**src/usss_pkg.sv**
```systemverilog
// Constants, register map and types for the synchronous slave serial port.
// Assumes an APB master with 32-bit data; registers sit in the low 8 bits of a word.
package usss_pkg;

   // ----------------------------------------------------------------
   // Register indices (byte address is four times the index)
   // ----------------------------------------------------------------
   localparam logic [7:0] IDX_INTERRUPT_CONTROL = 8'h0B;
   localparam logic [7:0] IDX_PERIPHERAL_IRQ_FLAGS = 8'h0C;
   localparam logic [7:0] IDX_PERIPHERAL_IRQ_ENABLES = 8'h8C;
   localparam logic [7:0] IDX_TRANSMIT_STATUS_CONTROL = 8'h18;
   localparam logic [7:0] IDX_RECEIVE_STATUS_CONTROL = 8'h19;
   localparam logic [7:0] IDX_TRANSMIT_BUFFER = 8'h1A;
   localparam logic [7:0] IDX_RECEIVE_BUFFER = 8'h1B;

   // ----------------------------------------------------------------
   // Field positions
   // ----------------------------------------------------------------
   localparam int BIT_GLOBAL_IRQ_ENABLE = 7;
   localparam int BIT_PERIPHERAL_IRQ_ENABLE = 6;
   localparam int BIT_RECEIVE_COMPLETE = 5;
   localparam int BIT_TRANSMIT_BUFFER_EMPTY = 4;
   localparam int BIT_CLOCK_SOURCE_SELECT = 7;
   localparam int BIT_NINE_BIT_TRANSMIT = 6;
   localparam int BIT_TRANSMIT_ENABLE = 5;
   localparam int BIT_SYNC_MODE = 4;
   localparam int BIT_SHIFT_REG_EMPTY = 1;
   localparam int BIT_TRANSMIT_NINTH = 0;
   localparam int BIT_SERIAL_PORT_ENABLE = 7;
   localparam int BIT_NINE_BIT_RECEIVE = 6;
   localparam int BIT_SINGLE_RECEIVE = 5;
   localparam int BIT_CONTINUOUS_RECEIVE = 4;
   localparam int BIT_OVERRUN_ERROR = 1;
   localparam int BIT_RECEIVE_NINTH = 0;

   // ----------------------------------------------------------------
   // Reset values and constants
   // ----------------------------------------------------------------
   localparam logic [7:0] RST_INTERRUPT_CONTROL = 8'h00;
   localparam logic [7:0] RST_PERIPHERAL_IRQ_FLAGS = 8'h00;
   localparam logic [7:0] RST_PERIPHERAL_IRQ_ENABLES = 8'h00;
   localparam logic [7:0] RST_STATUS_CONTROL = 8'h00;
   localparam logic [2:0] RST_CLK_SYNC = 3'h7;
   localparam logic [12:0] IRQ_VECTOR = 13'h0004;
   localparam logic [3:0] WORD_BITS_SHORT = 4'h8;
   localparam logic [3:0] WORD_BITS_LONG = 4'h9;
   localparam logic [7:0] MASK_PERIPH_FLAGS = 8'h30;
   localparam logic [7:0] MASK_TXSC_WRITE = 8'hF1;
   localparam logic [7:0] MASK_RXSC_WRITE = 8'hF0;

   typedef enum logic [1:0] {
      USSS_TX_IDLE = 2'b01,
      USSS_TX_SHIFT = 2'b10
   } usss_tx_state_t;

endpackage // usss_pkg

```
**src/usss_top.sv**
```systemverilog
// Synchronous slave serial port: APB registers, transmit and receive shifters.
// Assumes the external master drives shift_clock_pin; pins are asynchronous to clk_sys.
//
// Decided for this implementation: the APB interface to the registers.
`timescale 1ns/1ns

// What this block does
// - Shift clock comes from the external pin, never generated; works while core sleeps.
// - Slave mode is active while clock source select, bit 7, is clear.
// - Slave transmit and receive follow master-mode behaviour except during sleep.
// - Two writes: first goes straight to shifter, second waits, flag stays clear.
// - After the first word leaves, the second is loaded and empty flag set.
// - Enabled transmit interrupt wakes the device; with global and peripheral enables, vector 0004h.
// - Transmit enable allows sending; a write to the transmit buffer starts it.
// - Single receive enable is ignored in slave mode.
// - With continuous receive set, words are accepted during sleep.
// - Complete word moves to receive buffer; enabled interrupt wakes the device.
// - Receive complete flag sets on finish; interrupt only when enabled.
// - Nine-bit receive select gives nine-bit words; ninth bit in receive status.
// - Receive status reports any reception error.
// - Received byte is read as 8 bits from the receive buffer.
// - Clearing continuous receive enable clears the error indications.
module usss_top (
   input wire logic clk_sys,
   input wire logic reset_n,
   input wire logic psel,
   input wire logic penable,
   input wire logic pwrite,
   input wire logic [31:0] paddr,
   input wire logic [31:0] pwdata,
   input wire logic [3:0] pstrb,
   output logic [31:0] prdata,
   output logic pready,
   output logic pslverr,
   input wire logic shift_clock_pin,
   input wire logic data_pin_in,
   output logic data_pin_out,
   output logic data_pin_oe,
   output logic irq_req,
   output logic wake_req,
   output logic [12:0] irq_vector
);

   // ----------------------------------------------------------------
   // State
   // ----------------------------------------------------------------
   typedef struct packed {
      logic [7:0] interrupt_control;
      logic [7:0] flags;
      logic [7:0] enables;
      logic [7:0] txsc;
      logic [7:0] rxsc;
      logic [8:0] tx_buf;
      logic tx_buf_full;
      logic [8:0] transmit_shift_register;
      logic [3:0] tx_left;
      usss_pkg::usss_tx_state_t tx_state;
      logic [8:0] receive_shift_register;
      logic [3:0] rx_cnt;
      logic [7:0] rx_buf;
      logic rx_buf_full;
      logic [2:0] clk_sync;
      logic [1:0] dat_sync;
      logic [31:0] rdata;
      logic slverr;
   } usss_state_t;

   usss_state_t st_r;
   usss_state_t st_nxt;

   // ----------------------------------------------------------------
   // Helpers
   // ----------------------------------------------------------------
   function automatic logic [3:0] usss_word_bits(input logic nine);
      return nine ? usss_pkg::WORD_BITS_LONG : usss_pkg::WORD_BITS_SHORT;
   endfunction

   function automatic logic usss_hit(input logic [31:0] addr, input logic [7:0] idx);
      return addr == {22'h0, idx, 2'b00};
   endfunction

   logic acc;
   logic wr;
   logic rd;
   logic [7:0] wb;
   logic port_on;
   logic clk_rise;
   logic clk_fall;
   logic din;
   logic tx_mode;
   logic rx_mode;
   logic tx_done_evt;
   logic rx_done_evt;
   logic [7:0] pending;
   logic hit_interrupt_control;
   logic hit_flags;
   logic hit_enables;
   logic hit_txsc;
   logic hit_rxsc;
   logic hit_txbuf;
   logic hit_rxbuf;
   logic hit_any;

   assign acc = psel && penable;
   assign wr = acc && pwrite && pstrb[0];
   assign rd = acc && !pwrite;
   assign wb = pwdata[7:0];

   // ----------------------------------------------------------------
   // Address decode, shared by writes, reads and the error response
   // ----------------------------------------------------------------
   assign hit_interrupt_control = usss_hit(paddr, usss_pkg::IDX_INTERRUPT_CONTROL);
   assign hit_flags = usss_hit(paddr, usss_pkg::IDX_PERIPHERAL_IRQ_FLAGS);
   assign hit_enables = usss_hit(paddr, usss_pkg::IDX_PERIPHERAL_IRQ_ENABLES);
   assign hit_txsc = usss_hit(paddr, usss_pkg::IDX_TRANSMIT_STATUS_CONTROL);
   assign hit_rxsc = usss_hit(paddr, usss_pkg::IDX_RECEIVE_STATUS_CONTROL);
   assign hit_txbuf = usss_hit(paddr, usss_pkg::IDX_TRANSMIT_BUFFER);
   assign hit_rxbuf = usss_hit(paddr, usss_pkg::IDX_RECEIVE_BUFFER);
   assign hit_any = hit_interrupt_control || hit_flags || hit_enables || hit_txsc ||
                    hit_rxsc || hit_txbuf || hit_rxbuf;

   // ----------------------------------------------------------------
   // Mode decode
   // ----------------------------------------------------------------
   // Slave mode only: external clock, sync mode, port enabled
   assign port_on = st_r.rxsc[usss_pkg::BIT_SERIAL_PORT_ENABLE] &&
                    st_r.txsc[usss_pkg::BIT_SYNC_MODE] &&
                    !st_r.txsc[usss_pkg::BIT_CLOCK_SOURCE_SELECT];

   // ----------------------------------------------------------------
   // Pin edges
   // ----------------------------------------------------------------
   // Edges found on the second and third sync stages
   // Each pin level must last a few system clocks or an edge is lost
   assign clk_rise = st_r.clk_sync[1] && !st_r.clk_sync[2];
   assign clk_fall = !st_r.clk_sync[1] && st_r.clk_sync[2];
   assign din = st_r.dat_sync[1];

   // ----------------------------------------------------------------
   // Transfer direction and interrupt sources
   // ----------------------------------------------------------------
   assign tx_mode = port_on && st_r.txsc[usss_pkg::BIT_TRANSMIT_ENABLE];
   // Single receive enable deliberately not looked at
   assign rx_mode = port_on && st_r.rxsc[usss_pkg::BIT_CONTINUOUS_RECEIVE] &&
                    !tx_mode;
   assign pending = st_r.flags & st_r.enables & usss_pkg::MASK_PERIPH_FLAGS;

   // ----------------------------------------------------------------
   // Next state
   // ----------------------------------------------------------------
   always_comb begin
      st_nxt = st_r;
      tx_done_evt = 1'b0;
      rx_done_evt = 1'b0;
      st_nxt.clk_sync = {st_r.clk_sync[1:0], shift_clock_pin};
      st_nxt.dat_sync = {st_r.dat_sync[0], data_pin_in};

      // ----------------------------------------------------------------
      // Register writes
      // ----------------------------------------------------------------
      if (wr) begin
         if (hit_interrupt_control) begin
            st_nxt.interrupt_control = wb;
         end
         if (hit_flags) begin
            st_nxt.flags = st_r.flags & ~(wb & usss_pkg::MASK_PERIPH_FLAGS);
         end
         if (hit_enables) begin
            st_nxt.enables = wb;
         end
         if (hit_txsc) begin
            st_nxt.txsc = (wb & usss_pkg::MASK_TXSC_WRITE) |
                          (st_r.txsc & ~usss_pkg::MASK_TXSC_WRITE);
         end
         if (hit_rxsc) begin
            st_nxt.rxsc = (wb & usss_pkg::MASK_RXSC_WRITE) |
                          (st_r.rxsc & ~usss_pkg::MASK_RXSC_WRITE);
         end
         if (hit_txbuf && !st_r.tx_buf_full) begin
            // Ninth bit latched with the word
            st_nxt.tx_buf = {st_r.txsc[usss_pkg::BIT_TRANSMIT_NINTH], wb};
            st_nxt.tx_buf_full = 1'b1;
         end
      end

      // Reading the receive buffer frees it
      if (rd && hit_rxbuf) begin
         st_nxt.rx_buf_full = 1'b0;
      end

      // ----------------------------------------------------------------
      // Transmit shifter
      // ----------------------------------------------------------------
      if (!tx_mode) begin
         st_nxt.tx_state = usss_pkg::USSS_TX_IDLE;
         st_nxt.tx_left = 4'h0;
      end else begin
         unique case (st_r.tx_state)
            usss_pkg::USSS_TX_IDLE: begin
               if (st_r.tx_buf_full) begin
                  // First word moves straight in, flag untouched
                  st_nxt.transmit_shift_register = st_r.tx_buf;
                  st_nxt.tx_buf_full = 1'b0;
                  st_nxt.tx_left = usss_word_bits(st_r.txsc[usss_pkg::BIT_NINE_BIT_TRANSMIT]);
                  st_nxt.tx_state = usss_pkg::USSS_TX_SHIFT;
               end
            end
            usss_pkg::USSS_TX_SHIFT: begin
               if (clk_rise) begin
                  if (st_r.tx_left > 4'h1) begin
                     st_nxt.transmit_shift_register = {1'b0, st_r.transmit_shift_register[8:1]};
                     st_nxt.tx_left = st_r.tx_left - 4'h1;
                  end else begin
                     tx_done_evt = 1'b1;
                     if (st_r.tx_buf_full) begin
                        // Buffered word handed over as the previous one ends
                        st_nxt.transmit_shift_register = st_r.tx_buf;
                        st_nxt.tx_buf_full = 1'b0;
                        st_nxt.tx_left =
                           usss_word_bits(st_r.txsc[usss_pkg::BIT_NINE_BIT_TRANSMIT]);
                     end else begin
                        st_nxt.tx_left = 4'h0;
                        st_nxt.tx_state = usss_pkg::USSS_TX_IDLE;
                     end
                  end
               end
            end
         endcase
      end

      // ----------------------------------------------------------------
      // Receive shifter
      // ----------------------------------------------------------------
      if (!st_r.rxsc[usss_pkg::BIT_CONTINUOUS_RECEIVE]) begin
         st_nxt.rxsc[usss_pkg::BIT_OVERRUN_ERROR] = 1'b0;
      end
      if (!rx_mode) begin
         st_nxt.rx_cnt = 4'h0;
      end else if (clk_fall) begin
         st_nxt.receive_shift_register[st_r.rx_cnt] = din;
         if (st_r.rx_cnt + 4'h1 >= usss_word_bits(st_r.rxsc[usss_pkg::BIT_NINE_BIT_RECEIVE])) begin
            st_nxt.rx_cnt = 4'h0;
            if (st_r.rx_buf_full) begin
               // Unread word still held: report error, drop new word
               st_nxt.rxsc[usss_pkg::BIT_OVERRUN_ERROR] = 1'b1;
            end else begin
               rx_done_evt = 1'b1;
               st_nxt.rx_buf_full = 1'b1;
               st_nxt.rx_buf = st_nxt.receive_shift_register[7:0];
               st_nxt.rxsc[usss_pkg::BIT_RECEIVE_NINTH] =
                  st_r.rxsc[usss_pkg::BIT_NINE_BIT_RECEIVE] && st_nxt.receive_shift_register[8];
            end
         end else begin
            st_nxt.rx_cnt = st_r.rx_cnt + 4'h1;
         end
      end

      // ----------------------------------------------------------------
      // Event flags
      // ----------------------------------------------------------------
      // Events set flags after any clear, so a set wins
      if (tx_done_evt) begin
         st_nxt.flags[usss_pkg::BIT_TRANSMIT_BUFFER_EMPTY] = 1'b1;
      end
      if (rx_done_evt) begin
         st_nxt.flags[usss_pkg::BIT_RECEIVE_COMPLETE] = 1'b1;
      end

      // ----------------------------------------------------------------
      // Read data captured in the setup phase
      // ----------------------------------------------------------------
      st_nxt.slverr = 1'b0;
      if (psel && !penable) begin
         st_nxt.rdata = 32'h00000000;
         if (hit_interrupt_control) begin
            st_nxt.rdata[7:0] = st_r.interrupt_control;
         end else if (hit_flags) begin
            st_nxt.rdata[7:0] = st_r.flags;
         end else if (hit_enables) begin
            st_nxt.rdata[7:0] = st_r.enables;
         end else if (hit_txsc) begin
            st_nxt.rdata[7:0] = st_r.txsc;
            st_nxt.rdata[usss_pkg::BIT_SHIFT_REG_EMPTY] =
               st_r.tx_state == usss_pkg::USSS_TX_IDLE;
         end else if (hit_rxsc) begin
            st_nxt.rdata[7:0] = st_r.rxsc;
         end else if (hit_rxbuf) begin
            st_nxt.rdata[7:0] = st_r.rx_buf;
         end else if (!hit_any) begin
            st_nxt.slverr = 1'b1;
         end
      end else begin
         // Cleared as the access ends, so the bus reads zero while idle
         st_nxt.rdata = 32'h00000000;
         if (psel) begin
            st_nxt.slverr = st_r.slverr;
         end
      end
   end

   // ----------------------------------------------------------------
   // Registers
   // ----------------------------------------------------------------
   always_ff @(posedge clk_sys) begin
      if (!reset_n) begin
         st_r <= '0;
         st_r.interrupt_control <= usss_pkg::RST_INTERRUPT_CONTROL;
         st_r.flags <= usss_pkg::RST_PERIPHERAL_IRQ_FLAGS;
         st_r.enables <= usss_pkg::RST_PERIPHERAL_IRQ_ENABLES;
         st_r.txsc <= usss_pkg::RST_STATUS_CONTROL;
         st_r.rxsc <= usss_pkg::RST_STATUS_CONTROL;
         st_r.tx_state <= usss_pkg::USSS_TX_IDLE;
         // Starts at the clock's idle level so no false edge follows reset
         st_r.clk_sync <= usss_pkg::RST_CLK_SYNC;
      end else begin
         st_r <= st_nxt;
      end
   end

   // ----------------------------------------------------------------
   // Bus outputs
   // ----------------------------------------------------------------
   assign prdata = st_r.rdata;
   assign pready = 1'b1;
   assign pslverr = acc && st_r.slverr;

   // ----------------------------------------------------------------
   // Pin outputs
   // ----------------------------------------------------------------
   // Value gated by its enable so a stopped transmit leaves the line low
   assign data_pin_oe = (st_r.tx_state == usss_pkg::USSS_TX_SHIFT) && tx_mode;
   assign data_pin_out = data_pin_oe && st_r.transmit_shift_register[0];

   // ----------------------------------------------------------------
   // Interrupt outputs
   // ----------------------------------------------------------------
   // Wake needs only the source's bit in the peripheral IRQ enables register
   assign wake_req = |pending;
   assign irq_req = wake_req && st_r.interrupt_control[usss_pkg::BIT_GLOBAL_IRQ_ENABLE] &&
                    st_r.interrupt_control[usss_pkg::BIT_PERIPHERAL_IRQ_ENABLE];
   assign irq_vector = usss_pkg::IRQ_VECTOR;

endmodule // usss_top

```
**config.mk**
```make
export PLATFORM = sky130hd
export DESIGN_NAME = usss_top
export DESIGN_NICKNAME = d
export VERILOG_FILES = /design/src/usss_pkg.sv /design/src/usss_top.sv
export SDC_FILE = /design/constraint.sdc
export NUM_CORES = 1
export LEC_CHECK = 0
export ABC_AREA = 1
export BUFFER_PORTS_ARGS = -buffer_cell sky130_fd_sc_hd__buf_4
export CORE_MARGIN = 1
export CORE_UTILIZATION = 45
export CTS_CLUSTER_DIAMETER = 150
export CTS_CLUSTER_SIZE = 8
export DETAILED_ROUTE_END_ITERATION = 7
export HOLD_SLACK_MARGIN = 0.03
export PLACE_DENSITY = 0.81
export SYNTH_ARGS = -nofsm -noshare
export SYNTH_HDL_FRONTEND = slang
export SYNTH_SLANG_ARGS = --single-unit
```
**constraint.sdc**
```tcl
create_clock -name clk_sys -period 1.5 [get_ports clk_sys]
set_input_delay 0.3 -clock clk_sys [delete_from_list [all_inputs] [get_ports clk_sys]]
set_output_delay 0.3 -clock clk_sys [all_outputs]
set_load 0.005 [all_outputs]
```
# After elaboration in Yosys (flattened, before gate mapping)
# Index checks and enable logic that the tools add are counted.
dict set report totals {
  regBits 125
  inputBits 75
  output_inout_bits 51
  elab_cells 162
}
dict set report classes {
  add_sub_neg 2
  magnitude_cmp 4
  eq_ne 15
  muxes 58
  bitwise_logic 6
  reduce_logical 55
}
# op n
set op_table {}
lappend op_table {{== test 32 x 7 -> 1 bit (second input constant)} 4}
lappend op_table {{2-to-1 mux 8 bit} 9}
lappend op_table {{== test 32 x 6 -> 1 bit (second input constant)} 2}
lappend op_table {{2-to-1 mux 40 bit} 1}
lappend op_table {{== test 32 x 10 -> 1 bit (second input constant)} 1}
lappend op_table {{2-to-1 mux 16 bit} 2}
lappend op_table {{one-hot mux 16 bit (2 select lines)} 1}
lappend op_table {{2-to-1 mux 1 bit} 31}
lappend op_table {{2-to-1 mux 10 bit} 3}
lappend op_table {{AND reduction 2 bit} 13}
lappend op_table {{logical AND 1 bit} 21}
lappend op_table {{bitwise OR 8 x 4 -> 8 bit} 2}
lappend op_table {{2-to-1 mux 13 bit} 1}
lappend op_table {{AND reduction 4 bit} 3}
lappend op_table {{2-to-1 mux 2 bit} 5}
lappend op_table {{bitwise mux 9 bit} 1}
lappend op_table {{bitwise AND 8 bit} 1}
lappend op_table {{2-to-1 mux 4 bit} 2}
lappend op_table {{inequality test 2 bit (second input constant)} 4}
lappend op_table {{NOT 6 -> 8 bit} 1}
lappend op_table {{nonzero test 2 bit} 4}
lappend op_table {{logical NOT 1 bit} 7}
lappend op_table {{bitwise AND 6 bit} 1}
lappend op_table {{logical OR 1 bit} 6}
lappend op_table {{14 further kinds} 14}

# Depth between registers and ports, before layout
# Gate-level depths: netlist of the first run.
dict set report logic_depth {
  word_depth 15
  depth_mapped 11
  depth_no_buf 11
}

# Worst setup path after synthesis of the first run
# OpenSTA, ideal clock, no wires.
dict set report synth_path {
  path_type {register to register}
  from {reg st_r[62] (netlist bit)}
  to {reg st_r[67] (netlist bit)}
  setup_ns 0.066
  t_arrival_ns 1.550
  required_time_ns 1.434
  setup_slack_ns -0.117
  path_stages_with_launch 11
  n_path_buf 1
  period_less_slack_ns 1.617
  cell_sequence {dfxtp_1 > inv_1 > ha_1 > o21ai_1 > inv_1 > nand2_1 > nor2_1 > nor3_4 > buf_6 > o21ai_2 > a21oi_2}
}
dict set report synth_via {
  elab_chain_cells 4
  elab_cells_between_ends 6
  cone_classes {1 x order compare; 1 x eq/ne; 3 x mux; 1 x reduce/logical}
}
# element line_no
set synth_lines {}
lappend synth_lines {{from (decl)} usss_top.sv:68} ;# usss_state_t st_r;
lappend synth_lines {{from (signal assigned)} usss_top.sv:316} ;# st_r <= st_nxt;
lappend synth_lines {{greater-than comparator 4 x 1 -> 1 bit *} usss_top.sv:210} ;# if (st_r.tx_left > 4'h1) begin
lappend synth_lines {{2-to-1 mux 13 bit} usss_top.sv:210}
lappend synth_lines {{2-to-1 mux 16 bit} usss_top.sv:209} ;# if (clk_rise) begin
lappend synth_lines {{one-hot mux 16 bit (2 select lines)} usss_top.sv:198} ;# unique case (st_r.tx_state)
# Every way passes the cells marked *; elsewhere a longest branch is shown, timed or not. The select of a mux whose other input is x is not followed.
# A chain may end at the register's enable or synchronous reset.

# Final worst setup path of the first run
dict set report layout_path {
  from {reg st_r[92] (netlist bit)}
  to {out data_pin_out}
}
dict set report layout_via {
  elab_chain_cells 5
}
# element line_no
set layout_lines {}
lappend layout_lines {{logical AND 1 bit} usss_top.sv:126} ;# assign port_on = st_r.rxsc[usss_pkg::BIT_SERIAL_PORT_ENABLE] &&
lappend layout_lines {{logical AND 1 bit} usss_top.sv:127} ;# st_r.txsc[usss_pkg::BIT_SYNC_MODE] &&
lappend layout_lines {{logical AND 1 bit} usss_top.sv:142} ;# assign tx_mode = port_on && st_r.txsc[usss_pkg::BIT_TRANSMIT_ENABLE];
lappend layout_lines {{logical AND 1 bit} usss_top.sv:331} ;# assign data_pin_oe = (st_r.tx_state == usss_pkg::USSS_TX_SHIFT) && tx_mode;
lappend layout_lines {{logical AND 1 bit} usss_top.sv:332} ;# assign data_pin_out = data_pin_oe && st_r.transmit_shift_register[0];
lappend layout_lines {{to (decl)} usss_top.sv:37} ;# output logic data_pin_out,
# Every way passes these cells.

==> run metrics, run 1 <==
status finished, violations left; failing checks negative setup slack; Pint 3210 uW; initial antenna violation count 0; R2R depth 10; CTS Buf Count 9; IO buf count 60; Psw between 1000 and 1500 uW; Via density 5.36; Synth Flop Type dfxtp_1; Hold Crit Endpoint st_nxt[34]; Final setup viols 36; Area after DPL 5640 sq um; Sink Count 90; post-synthesis register bit count 90; Worst IR Drop VDD 0.000416 V; Fin. Hold Viols 0; Die W 105 um; Final Cycle Share 122%; Reg2Reg Setup Slack -0.26 ns; nets@finish 847; Non-Filler Instances 906; Post-synth top cells dfxtp_1 (90), nand2_1 (90), a21oi_1 (79), inv_1 (67), o21ai_0 (57); number of max-cap violations 0; Min Clock Period, post-route 1.84 ns; global-route wire length before repair a little under 20 mm; number of global-route vias before repair just over 4k; Switching Share about a quarter; Worst Skew 0.0102 ns; Peak Freq between 500 and 600 MHz; Clock Tree Buf Depth 2; Min Hold Slack about 0.094 ns; WP data arrival 1.54 ns; Routed WL about 14 mm; part of the power in registers 54.9%; cells after synthesis 639; GP Congestion 0.883; Reg-to-Reg Start st_nxt[37]; dpl hpwl 8.40 mm; Tightest Hold Check Type in2reg; starting density of the core between 40 and 50%; IO Pins 126; setup TNS -4.36 ns; WHS Path Cells 3; CTS clk-pin slew, worst paths ~0.090 ns; critical path class reg2out; final instance area ~6300 sq um; CTS tree built; syn_area_per_cell 7.51 sq um; Routed Antenna Nets 0; placed insts 870; post-detailed-route wirelength per cell 15.1 um; RSZ-0062 raised after global routing yes; CP required 1.20 ns; total gr overflow 0; CP Max Fanout 3; layout cells sized above 1 35.7%; H-tree lvl count 3; Yosys warning total 0; synth top area cells dfxtp_1 (38%), a21oi_1 (8.2%), buf_4 (7.2%); die area between 10,000 and 15,000 sq um; post-route setup slack -0.336 ns; type of destination of the critical path output pin; synth-to-layout area growth 31.2%; number of cell rows 37; Ant. Diodes 0; leading area contributor after synthesis dfxtp_1; Pre-antenna DRT Iters 6; vias 4,858; pin count of the biggest net entering global routing 58; clock share of power 38.2%; post-synth cell types 47; CTS Root Cell clkbuf_8; Combinational Power Share under 10%; register area share after synthesis between 30% and 40%; initial DRC count 473; hold path startpoint data_pin_in; mapped cell area 4800 sq um; Hold Buf Count CTS 0; Die H 105 um; count of pins over their slew limit 0; Async SR Flop Fraction 0%; Leakage Power 0.00274 uW; Placeable Area around 10,000 sq um; Global Route Usage Sum 22.5%; clock latency on the worst-skew pair 0.39 ns; Yosys top cell area share 37.6%; R2R Path End st_r[71]; CP Launch Type register; Post-route DRC 0; PwrDens 692 nW/um^2; Post-synth EDFFs 0
-- per-stage QoR --
step | utilization, % | total power (uW) | setup slack, ns
finish | 61.0 | 4350 | -0.336
floorplan | - | 2650 | -0.0102
global route | 61.0 | 4490 | -0.322
global placement | 54.6 | 2720 | -0.201
CTS | 58.7 | 4350 | -0.151
detailed placement | 54.6 | 2730 | -0.260
-- flip-flops by register name, summed over array words and instances, names as in the netlist --
name and flops:
st_r 78, din 1, st_nxt 3, prdata 8
-- critical path: stages, from the launching register on --
cell and delay [ns]:
dfxtp_2 0.36, inv_2 0.06, nor2_4 0.10, nand2_2 0.09, inv_2 0.09, nand2_4 0.06
nor3b_2 0.23, buf_4 0.15
-- repair_timing --
item	CTS	global route
setup buffers	8	11
gates cloned	1	2
resized for setup	63	36
pin swaps	16	10
endpoints found under the setup margin	24	42
-- how the worst max path moves through the flow --
stage / slack (ns) / cells after the start / startpoint / to
after floorplan: -0.01 / 10 / st_r[63] / st_r[67]
after global placement: -0.20 / 10 / paddr[29] / st_r[120]
after detailed placement: -0.26 / 9 / paddr[29] / st_r[92]
after CTS: -0.15 / 7 / st_r[92] / data_pin_out
after global routing: -0.32 / 7 / st_r[92] / data_pin_out
final: -0.34 / 7 / st_r[92] / data_pin_out
-- layout by cell type (no fill, tap or decap), types with 3 or more instances in the layout --
cell	instances
nor2_8	4
dfxtp_1	79
clkbuf_8	10
nor2_4	11
buf_6	9
nand2_1	84
a32oi_1	8
nor2_2	12
ha_1	3
nand2_4	6
ha_4	3
a31oi_1	5
nand4_1	4
conb_1	38
dfxtp_2	8
dfxtp_4	3
buf_4	124
o21ai_2	10
o21ai_0	36
nor2_1	46
nand3_1	32
inv_2	14
inv_1	59
o21ai_1	19
nand2_2	12
a21oi_2	18
a21oi_1	66
buf_12	5
-- layer usage --
| metal | up-vias | wire, um | global-route usage (%) |
|---|---|---|---|
| met4 | 0 | 538 | 9.26 |
| met5 | - | 0 | 0 |
| met1 | 2221 | 5560 | 29.3 |
| li1 | 2282 | - | - |
| met3 | 66 | 1230 | 5.57 |
| met2 | 289 | 6350 | 35.7 |
-- logic make-up after synthesis --
kind of cell,after synthesis,synth area share (%)
and+or+nand+nor,223,23.9
AOI/OAI and AO/OA,176,20.6
buffers and inverters,138,15.4
DFF,90,37.6
adders and majority gates,7,1.83
xor gates and xnor gates,3,0.548
other,2,0.157
-- final cells by class --
class	count	area, sq um
well taps	136	170
clock buffers	10	138
multi-input cells	448	2630
repair buffers	140	1180
clock inverters	6	57.6
fillers	887	4030
inverters	76	290
flip-flops and latches	90	1820
-- power groups by stage --
stage          clock [uW]  combinational, uW  sequential (uW)
2_1_floorplan           0                199             2450
3_3_place_gp            0                274             2450
3_5_place_dp            0                278             2450
4_1_cts              1670                285             2390
5_1_grt              1770                328             2390
6_report             1660                299             2390
(Power assumes the default switching activity.)
==> run 2: changes to the inputs <==
--- a/config.mk
+++ b/config.mk
@@ -13,7 +13,7 @@
 export CTS_CLUSTER_SIZE = 8
 export DETAILED_ROUTE_END_ITERATION = 7
 export HOLD_SLACK_MARGIN = 0.03
-export PLACE_DENSITY = 0.81
+export PLACE_DENSITY = 0.79
 export SYNTH_ARGS = -nofsm -noshare
 export SYNTH_HDL_FRONTEND = slang
 export SYNTH_SLANG_ARGS = --single-unit
==> constraint.sdc (replaced) <==
create_clock -name clk_sys -period 2.1 [get_ports clk_sys]
set_input_delay 0.42 -clock clk_sys [delete_from_list [all_inputs] [get_ports clk_sys]]
set_output_delay 0.42 -clock clk_sys [all_outputs]
set_load 0.005 [all_outputs]
==> run metrics, run 2 (synthesized netlist as in run 1, its figures left out) <==
global-route wire length before repair 18.6 mm (-6.3%); CP most frequent cell inv_1; part of the power in registers 51.6% (-3.3 points); Psw 735 uW (-36%); Worst IR Drop VDD 0.000492 V (+18%); Slew Limit Headroom 65.9%; number of cell rows 37 (unchanged); CTS tree built; Die H 105 um (unchanged); sequential cell area 1800 sq um (-1.1%); total gr overflow 0 (unchanged); layout cells sized above 1 20.5% (-15 points); CP required 1.68 ns (+0.48 ns); IO buf count 60 (unchanged); CP bufs+invs 3 (unchanged); Routed Antenna Nets 0 (unchanged); Global Route Usage Sum 20.8% (-1.7 points); IO Pins 126 (unchanged); number of max-cap violations 0 (unchanged); post-detailed-route wirelength per cell 13.2 um (-13%); Reg2Reg Setup Slack 0.23 ns (+0.49 ns); CP Launch Type register; initial DRC count 267 (-44%); Pint 2580 uW (-19%); Placeable Area 10,300 sq um (unchanged); Routed WL 11.0 mm (-20%); Area after DPL 5200 sq um (-7.9%); clock share of power 42.5% (+4.3 points); PwrDens 610 nW/um^2 (-12%); Pre-antenna DRT Iters 7 (+1); type of destination of the critical path output pin; Tightest Hold Check Type in2reg; Post-route DRC 0 (unchanged); Crit path max-delay family simple AND/OR/NAND/NOR gates; setup TNS 0 ns (+4.36 ns); CTS clk-pin slew, worst paths 0.09 ns (about the same); Final setup viols 0 (-100%); Fin. Hold Viols 0 (unchanged); number of global-route vias before repair 4,020 (-3.3%); measured slew at the worst slew-check pin 0.509 ns; final instance area 5440 sq um (-14%); DP Worst Slack 0.150 ns (+0.410 ns); Ant. Diodes 0 (unchanged); die area 11,100 sq um (unchanged); Fillers 983 (+11%); Die W 105 um (unchanged); Sink Count 90 (unchanged); Worst Skew 0.00977 ns (-0.000481 ns); Via density 5.08 (-5.2%); Leakage Power 0.00234 uW (-15%); max reg flops 78 (unchanged); H-tree lvl count 3 (unchanged); Final Cycle Share between 90% and 100%; CP Max Fanout 7 (+4); CTS Buf Count 9 (unchanged); post-route setup slack 0.155 ns (+0.491 ns); crit-path cells inv_1, nor2_2, inv_1, nor3b_2, buf_4; WP data arrival 1.52 ns (-0.02 ns); pin count of the biggest net entering global routing 41 (-29%); commonest cells after routing, fill and taps aside nand2_1 (89), dfxtp_1 (89), a21oi_1 (79), buf_4 (73), inv_1 (67); vias 4,255 (-12%); Peak Freq 514 MHz; initial antenna violation count 0 (unchanged); GP Congestion 0.885 (+0.24%); Max stage delay on crit path 0.33 ns (-0.03 ns); Min Hold Slack 0.231 ns (+0.138 ns); nets@finish 779 (-8.0%); critical path class reg2out; Clock Tree Buf Depth 2 (unchanged); Min Clock Period, post-route 1.94 ns; Most flops, register st_r; Combinational Power Share 5.9% (-1.0 points); post-CTS setup buffers 0 (-8); status finished clean; count of pins over their slew limit 0 (unchanged); footprint of the multi-input gates 2400 sq um (-8.9%); starting density of the core 46.5% (unchanged); dpl hpwl 8.27 mm (-1.6%); RSZ-0062 raised after global routing no; clock latency on the worst-skew pair 0.36 ns (-0.03 ns); Switching Share 22.2% (-4.2 points); CTS Root Cell clkbuf_8; synth-to-layout area growth 13.5%; CP max stage cell dfxtp_1
[run 2: cell types whose count changed in the layout (fill, tap and decap cells not counted), moves of 5 or more]
cell,before,now
buf_4,124,73
o21ai_0,36,57
a21oi_1,66,79
a21oi_2,18,5
o21ai_1,19,7
dfxtp_1,79,89
buf_6,9,0
inv_1,59,67
nor2_1,46,54
o21ai_2,10,2
dfxtp_2,8,1
inv_2,14,8
buf_12,5,0
nand2_1,84,89
[run 2: path summary, 6_finish.rpt]
| check | start | endpoint | cells after the start |
|---|---|---|---|
| setup reg to reg | st_r[49] | st_r[85] | 9 |
| hold reg to reg | st_nxt[34] | din | 2 |
| setup / recovery | st_r[61] | data_pin_out | 5 |
| hold / removal | data_pin_in | st_nxt[34] | 3 |
[run 2: layout make-up]
cell class / count / area share [%]
clock buffers: 9 / 2.28
clock inverters: 6 / 2.11
inverters: 76 / 5.24
multi-input cells: 447 / 44.1
flip-flops and latches: 90 / 33.1
well taps: 136 / 3.13
repair buffers: 73 / 10.1
[run 2: layer usage]
layer	GRT usage, %	share of wire, %	vias to the layer above
li1	-	-	2142
met3	4.95	5.7	21
met1	24.7	42	1954
met4	7.14	2.1	0
met5	0	0	-
met2	36.7	50	138
[run 2: power groups by stage]
stage,clock (uW),sequential [uW],combinational (uW)
2_1_floorplan,0,1750,142
3_3_place_gp,0,1750,189
3_5_place_dp,0,1750,194
4_1_cts,1430,1710,194
5_1_grt,1510,1710,218
6_report,1410,1710,196
[run 2: worst reg2reg max path, stage by stage (launching register included)]
cell,delay (ns)
dfxtp_1,0.53
nand3_1,0.14
xor2_1,0.26
nand2_1,0.18
nor2_2,0.17
nand2_2,0.16
inv_2,0.11
o21ai_0,0.09
nand2_1,0.07
a21oi_1,0.04
[run 2: per-stage QoR]
step / total power, uW / instances / util [%]
6_report: 3320 / 837 / 52.7
3_5_place_dp: 1950 / 822 / 50.3
4_1_cts: 3340 / 837 / 52.6
5_1_grt: 3440 / 837 / 52.7
3_3_place_gp: 1940 / 822 / 50.3
2_1_floorplan: 1890 / 675 / -
[run 2: timing repair]
| action | 4_1_cts | 5_1_grt |
|---|---|---|
| hold buffers | 0 | 0 |
| endpoints found under the setup margin | 0 | 2 |
| gates resized for setup | 0 | 3 |
==> run 3: changes to the inputs <==
--- a/config.mk
+++ b/config.mk
@@ -5,7 +5,7 @@
 export SDC_FILE = /design/constraint.sdc
 export NUM_CORES = 1
 export LEC_CHECK = 0
-export ABC_AREA = 1
+export ABC_AREA = 0
 export BUFFER_PORTS_ARGS = -buffer_cell sky130_fd_sc_hd__buf_4
 export CORE_MARGIN = 1
 export CORE_UTILIZATION = 45
@@ -14,6 +14,7 @@
 export DETAILED_ROUTE_END_ITERATION = 7
 export HOLD_SLACK_MARGIN = 0.03
 export PLACE_DENSITY = 0.79
+export SLEW_MARGIN = 30
 export SYNTH_ARGS = -nofsm -noshare
 export SYNTH_HDL_FRONTEND = slang
 export SYNTH_SLANG_ARGS = --single-unit
==> run metrics, run 3 <==
number of max-cap violations 0 (unchanged); Async SR Flop Fraction 0% (unchanged); count of pins over their slew limit 0 (unchanged); Synth Flop Type dfxtp_1; die area 11,300 sq um (+2.0%); Clock Tree Buf Depth 2 (unchanged); Total Power 3120 uW (-6.0%); pin count of the biggest net entering global routing 48 (+17%); clock share of power 38.6% (-3.9 points); IO buf count 60 (unchanged); Min Hold Slack 0.232 ns (+0.000431 ns); critical path class reg2reg; post-detailed-route wirelength per cell 15.4 um (+17%); Reg2Reg Setup Slack 0.05 ns (-0.18 ns); R2R depth 7 (-2); total gr overflow 0 (unchanged); Final setup viols 0 (unchanged); register area share after synthesis 36.8% (-0.77 points); Non-Filler Instances 747 (-11%); initial DRC count 340 (+27%); number of cell rows 37 (unchanged); Ant. Diodes 0 (unchanged); nets@finish 688 (-12%); Global Route Usage Sum 20.3% (-0.52 points); synth top area cells dfxtp_1 (37%), mux2i_1 (9.4%), buf_4 (7.1%); Die W 106 um (+1.0%); Yosys warning total 0 (unchanged); Routed Antenna Nets 0 (unchanged); WP data arrival 2.30 ns (+0.78 ns); initial antenna violation count 0 (unchanged); CTS tree built; Hold Crit Endpoint st_nxt[36]; commonest non-fill, non-tap cell in the layout dfxtp_1; status finished clean; R2R Path End st_r[43]; type of destination of the critical path register; global-route wire length before repair 18.5 mm (-0.56%); Sink Count 90 (unchanged); CP required 2.36 ns (+0.68 ns); Hold Buf Count CTS 0 (unchanged); Post-synth EDFFs 0 (unchanged); GRT met2 Usage 36.2% (-0.52 points); CTS Root Cell clkbuf_8; CP bufs+invs 2 (-1); Yosys top cell area share 36.8% (-0.77 points); Pint 2280 uW (-12%); Post-synth top cells dfxtp_1 (90), nand2_1 (63), buf_4 (46), mux2i_1 (46), nor2_1 (28); Fin. Hold Viols 0 (unchanged); RSZ-0062 raised after global routing no; syn_area_per_cell 9.02 sq um (+20%); hold path startpoint shift_clock_pin; number of global-route vias before repair 3,907 (-2.8%); most common cell in the netlist dfxtp_1; commonest cells after routing, fill and taps aside dfxtp_1 (88), buf_4 (87), nand2_1 (63), mux2i_1 (46), conb_1 (38); PwrDens 543 nW/um^2 (-11%); CTS clk-pin slew, worst paths 0.10 ns (about the same); part of the power in registers 55.0% (+3.4 points); Crit path max-delay family simple AND/OR/NAND/NOR gates; M1 GR Usage 24.9% (+0.21 points); Routed WL 11.5 mm (+4.8%); Tightest Hold Check Type in2reg; IO Pins 126 (unchanged); GR Layer Usage met3 2.76% (-2.2 points); cells after synthesis 543 (-15%); crit-path cells buf_6, ha_4, nor2_1, and3_4, or4b_4, buf_6, mux2_2; Max stage delay on crit path 0.55 ns (+0.22 ns); WHS Path Cells 2 (-1); Die H 106 um (+1.0%); CP Launch Type register; Switching Share 26.9% (+4.8 points); Worst IR Drop VDD 0.000415 V (-16%); Post-route DRC 0 (unchanged); Reg-to-Reg Start st_r[47]; leading area contributor after synthesis dfxtp_1; max reg flops 78 (unchanged); Leakage Power 0.00217 uW (-7.0%); layout cells sized above 1 24.4% (+3.8 points); GP Congestion 0.879 (-0.76%); Worst Skew 0.0128 ns (+0.00306 ns); CTS Buf Count 9 (unchanged); post-synth cell types 58 (+23%); Fillers 935 (-4.9%); CP most frequent cell buf_6; placed insts 730 (-11%); Combinational Power Share 6.4% (+0.5 points); Final Cycle Share 97.5% (+4.9 points); Peak Freq 489 MHz (-5.0%); Placeable Area 10,400 sq um (+0.90%); Most flops, register st_r; busiest grt layer met2; CP Max Fanout 5 (-2); mapped cell area 4900 sq um (+2.1%); H-tree lvl count 3 (unchanged); Via density 5.50 (+8.2%); Psw 839 uW (+14%); Pre-antenna DRT Iters 5 (-2); dpl hpwl 8.33 mm (+0.69%); synth-to-layout area growth 17.2%; starting density of the core 47.0% (+0.55 points); CP max stage cell or4b_4; clock latency on the worst-skew pair 0.37 ns (about the same); post-synthesis register bit count 90 (unchanged); vias 4,110 (-3.4%); Min Clock Period, post-route 2.05 ns (+0.102 ns)
-- run 3: cell count changes in the layout (fill, tap and decap cells not counted), sizes merged, moves of 20 or more --
cell,previous run,this run
nand2,101,63
buf,73,93
a21oi,85,18
o21ai,66,4
nand3,34,14
nor2,73,28
mux2i,0,46
inv,76,13
-- run 3: cells by family after synthesis --
logic type / count (synthesis) / synth area share, %
AND/OR/NAND/NOR: 212 / 25.8
multiplexers: 61 / 12.9
adder cells (fa/ha/maj): 7 / 1.79
flip-flops: 90 / 36.8
XOR/XNOR: 2 / 0.358
AO/OA/AOI/OAI: 83 / 12.1
other: 2 / 0.153
buffers and inverters: 86 / 10.2
-- run 3: how the worst max path moves through the flow --
stage	start	to	slack, ns	cells after the start
final	st_r[47]	st_r[43]	0.05	7
after global routing	st_r[47]	st_r[39]	0.01	6
after CTS	st_r[47]	st_r[43]	0.007	7
after detailed placement	st_r[47]	st_r[85]	-0.03	7
after global placement	st_r[47]	st_r[43]	0.05	7
after floorplan	paddr[13]	st_r[117]	0.01	4
-- run 3: power groups by stage --
| stage | combinational [uW] | clock (uW) | sequential (uW) |
|---|---|---|---|
| after floorplan | 142 | 0 | 1750 |
| final | 201 | 1200 | 1710 |
| after detailed placement | 198 | 0 | 1750 |
| after global placement | 194 | 0 | 1750 |
| after global routing | 219 | 1300 | 1720 |
| after CTS | 198 | 1230 | 1720 |
-- run 3: cell type report --
cell class                      instances  area, sq um  area share, %
Inverter                                9         33.8          0.589
Timing Repair Buffer                   93          747           13.0
Tap cell                              136          170           2.97
Multi-Input combinational cell        403         2780           48.4
Clock buffer                            9          124           2.16
Sequential cell                        90         1810           31.5
Clock inverter                          7         78.8           1.37
-- run 3: what timing repair did --
item,4_1_cts,5_1_grt
setup endpoints to repair,8,8
resized for setup,2,11
setup buffers,0,0
gates cloned,0,1
pin swaps,0,1
-- run 3: through the flow --
step           setup TNS, ns  cell area [sq um]  utilization [%]  worst slack (ns)
6_report                   0               5740             55.1            0.0535
5_1_grt                    0               5740             55.1            0.0137
4_1_cts                    0               5680             54.6           0.00650
3_5_place_dp          -0.141               5480             52.6           -0.0265
3_3_place_gp               0               5480             52.6            0.0462
2_1_floorplan              0               5040                -            0.0138
-- run 3: per-layer routing --
layer	vias up	part of all wire (%)
li1	2004	-
met1	1964	43
met2	123	51
met3	19	4.2
met4	0	2.2
met5	-	0
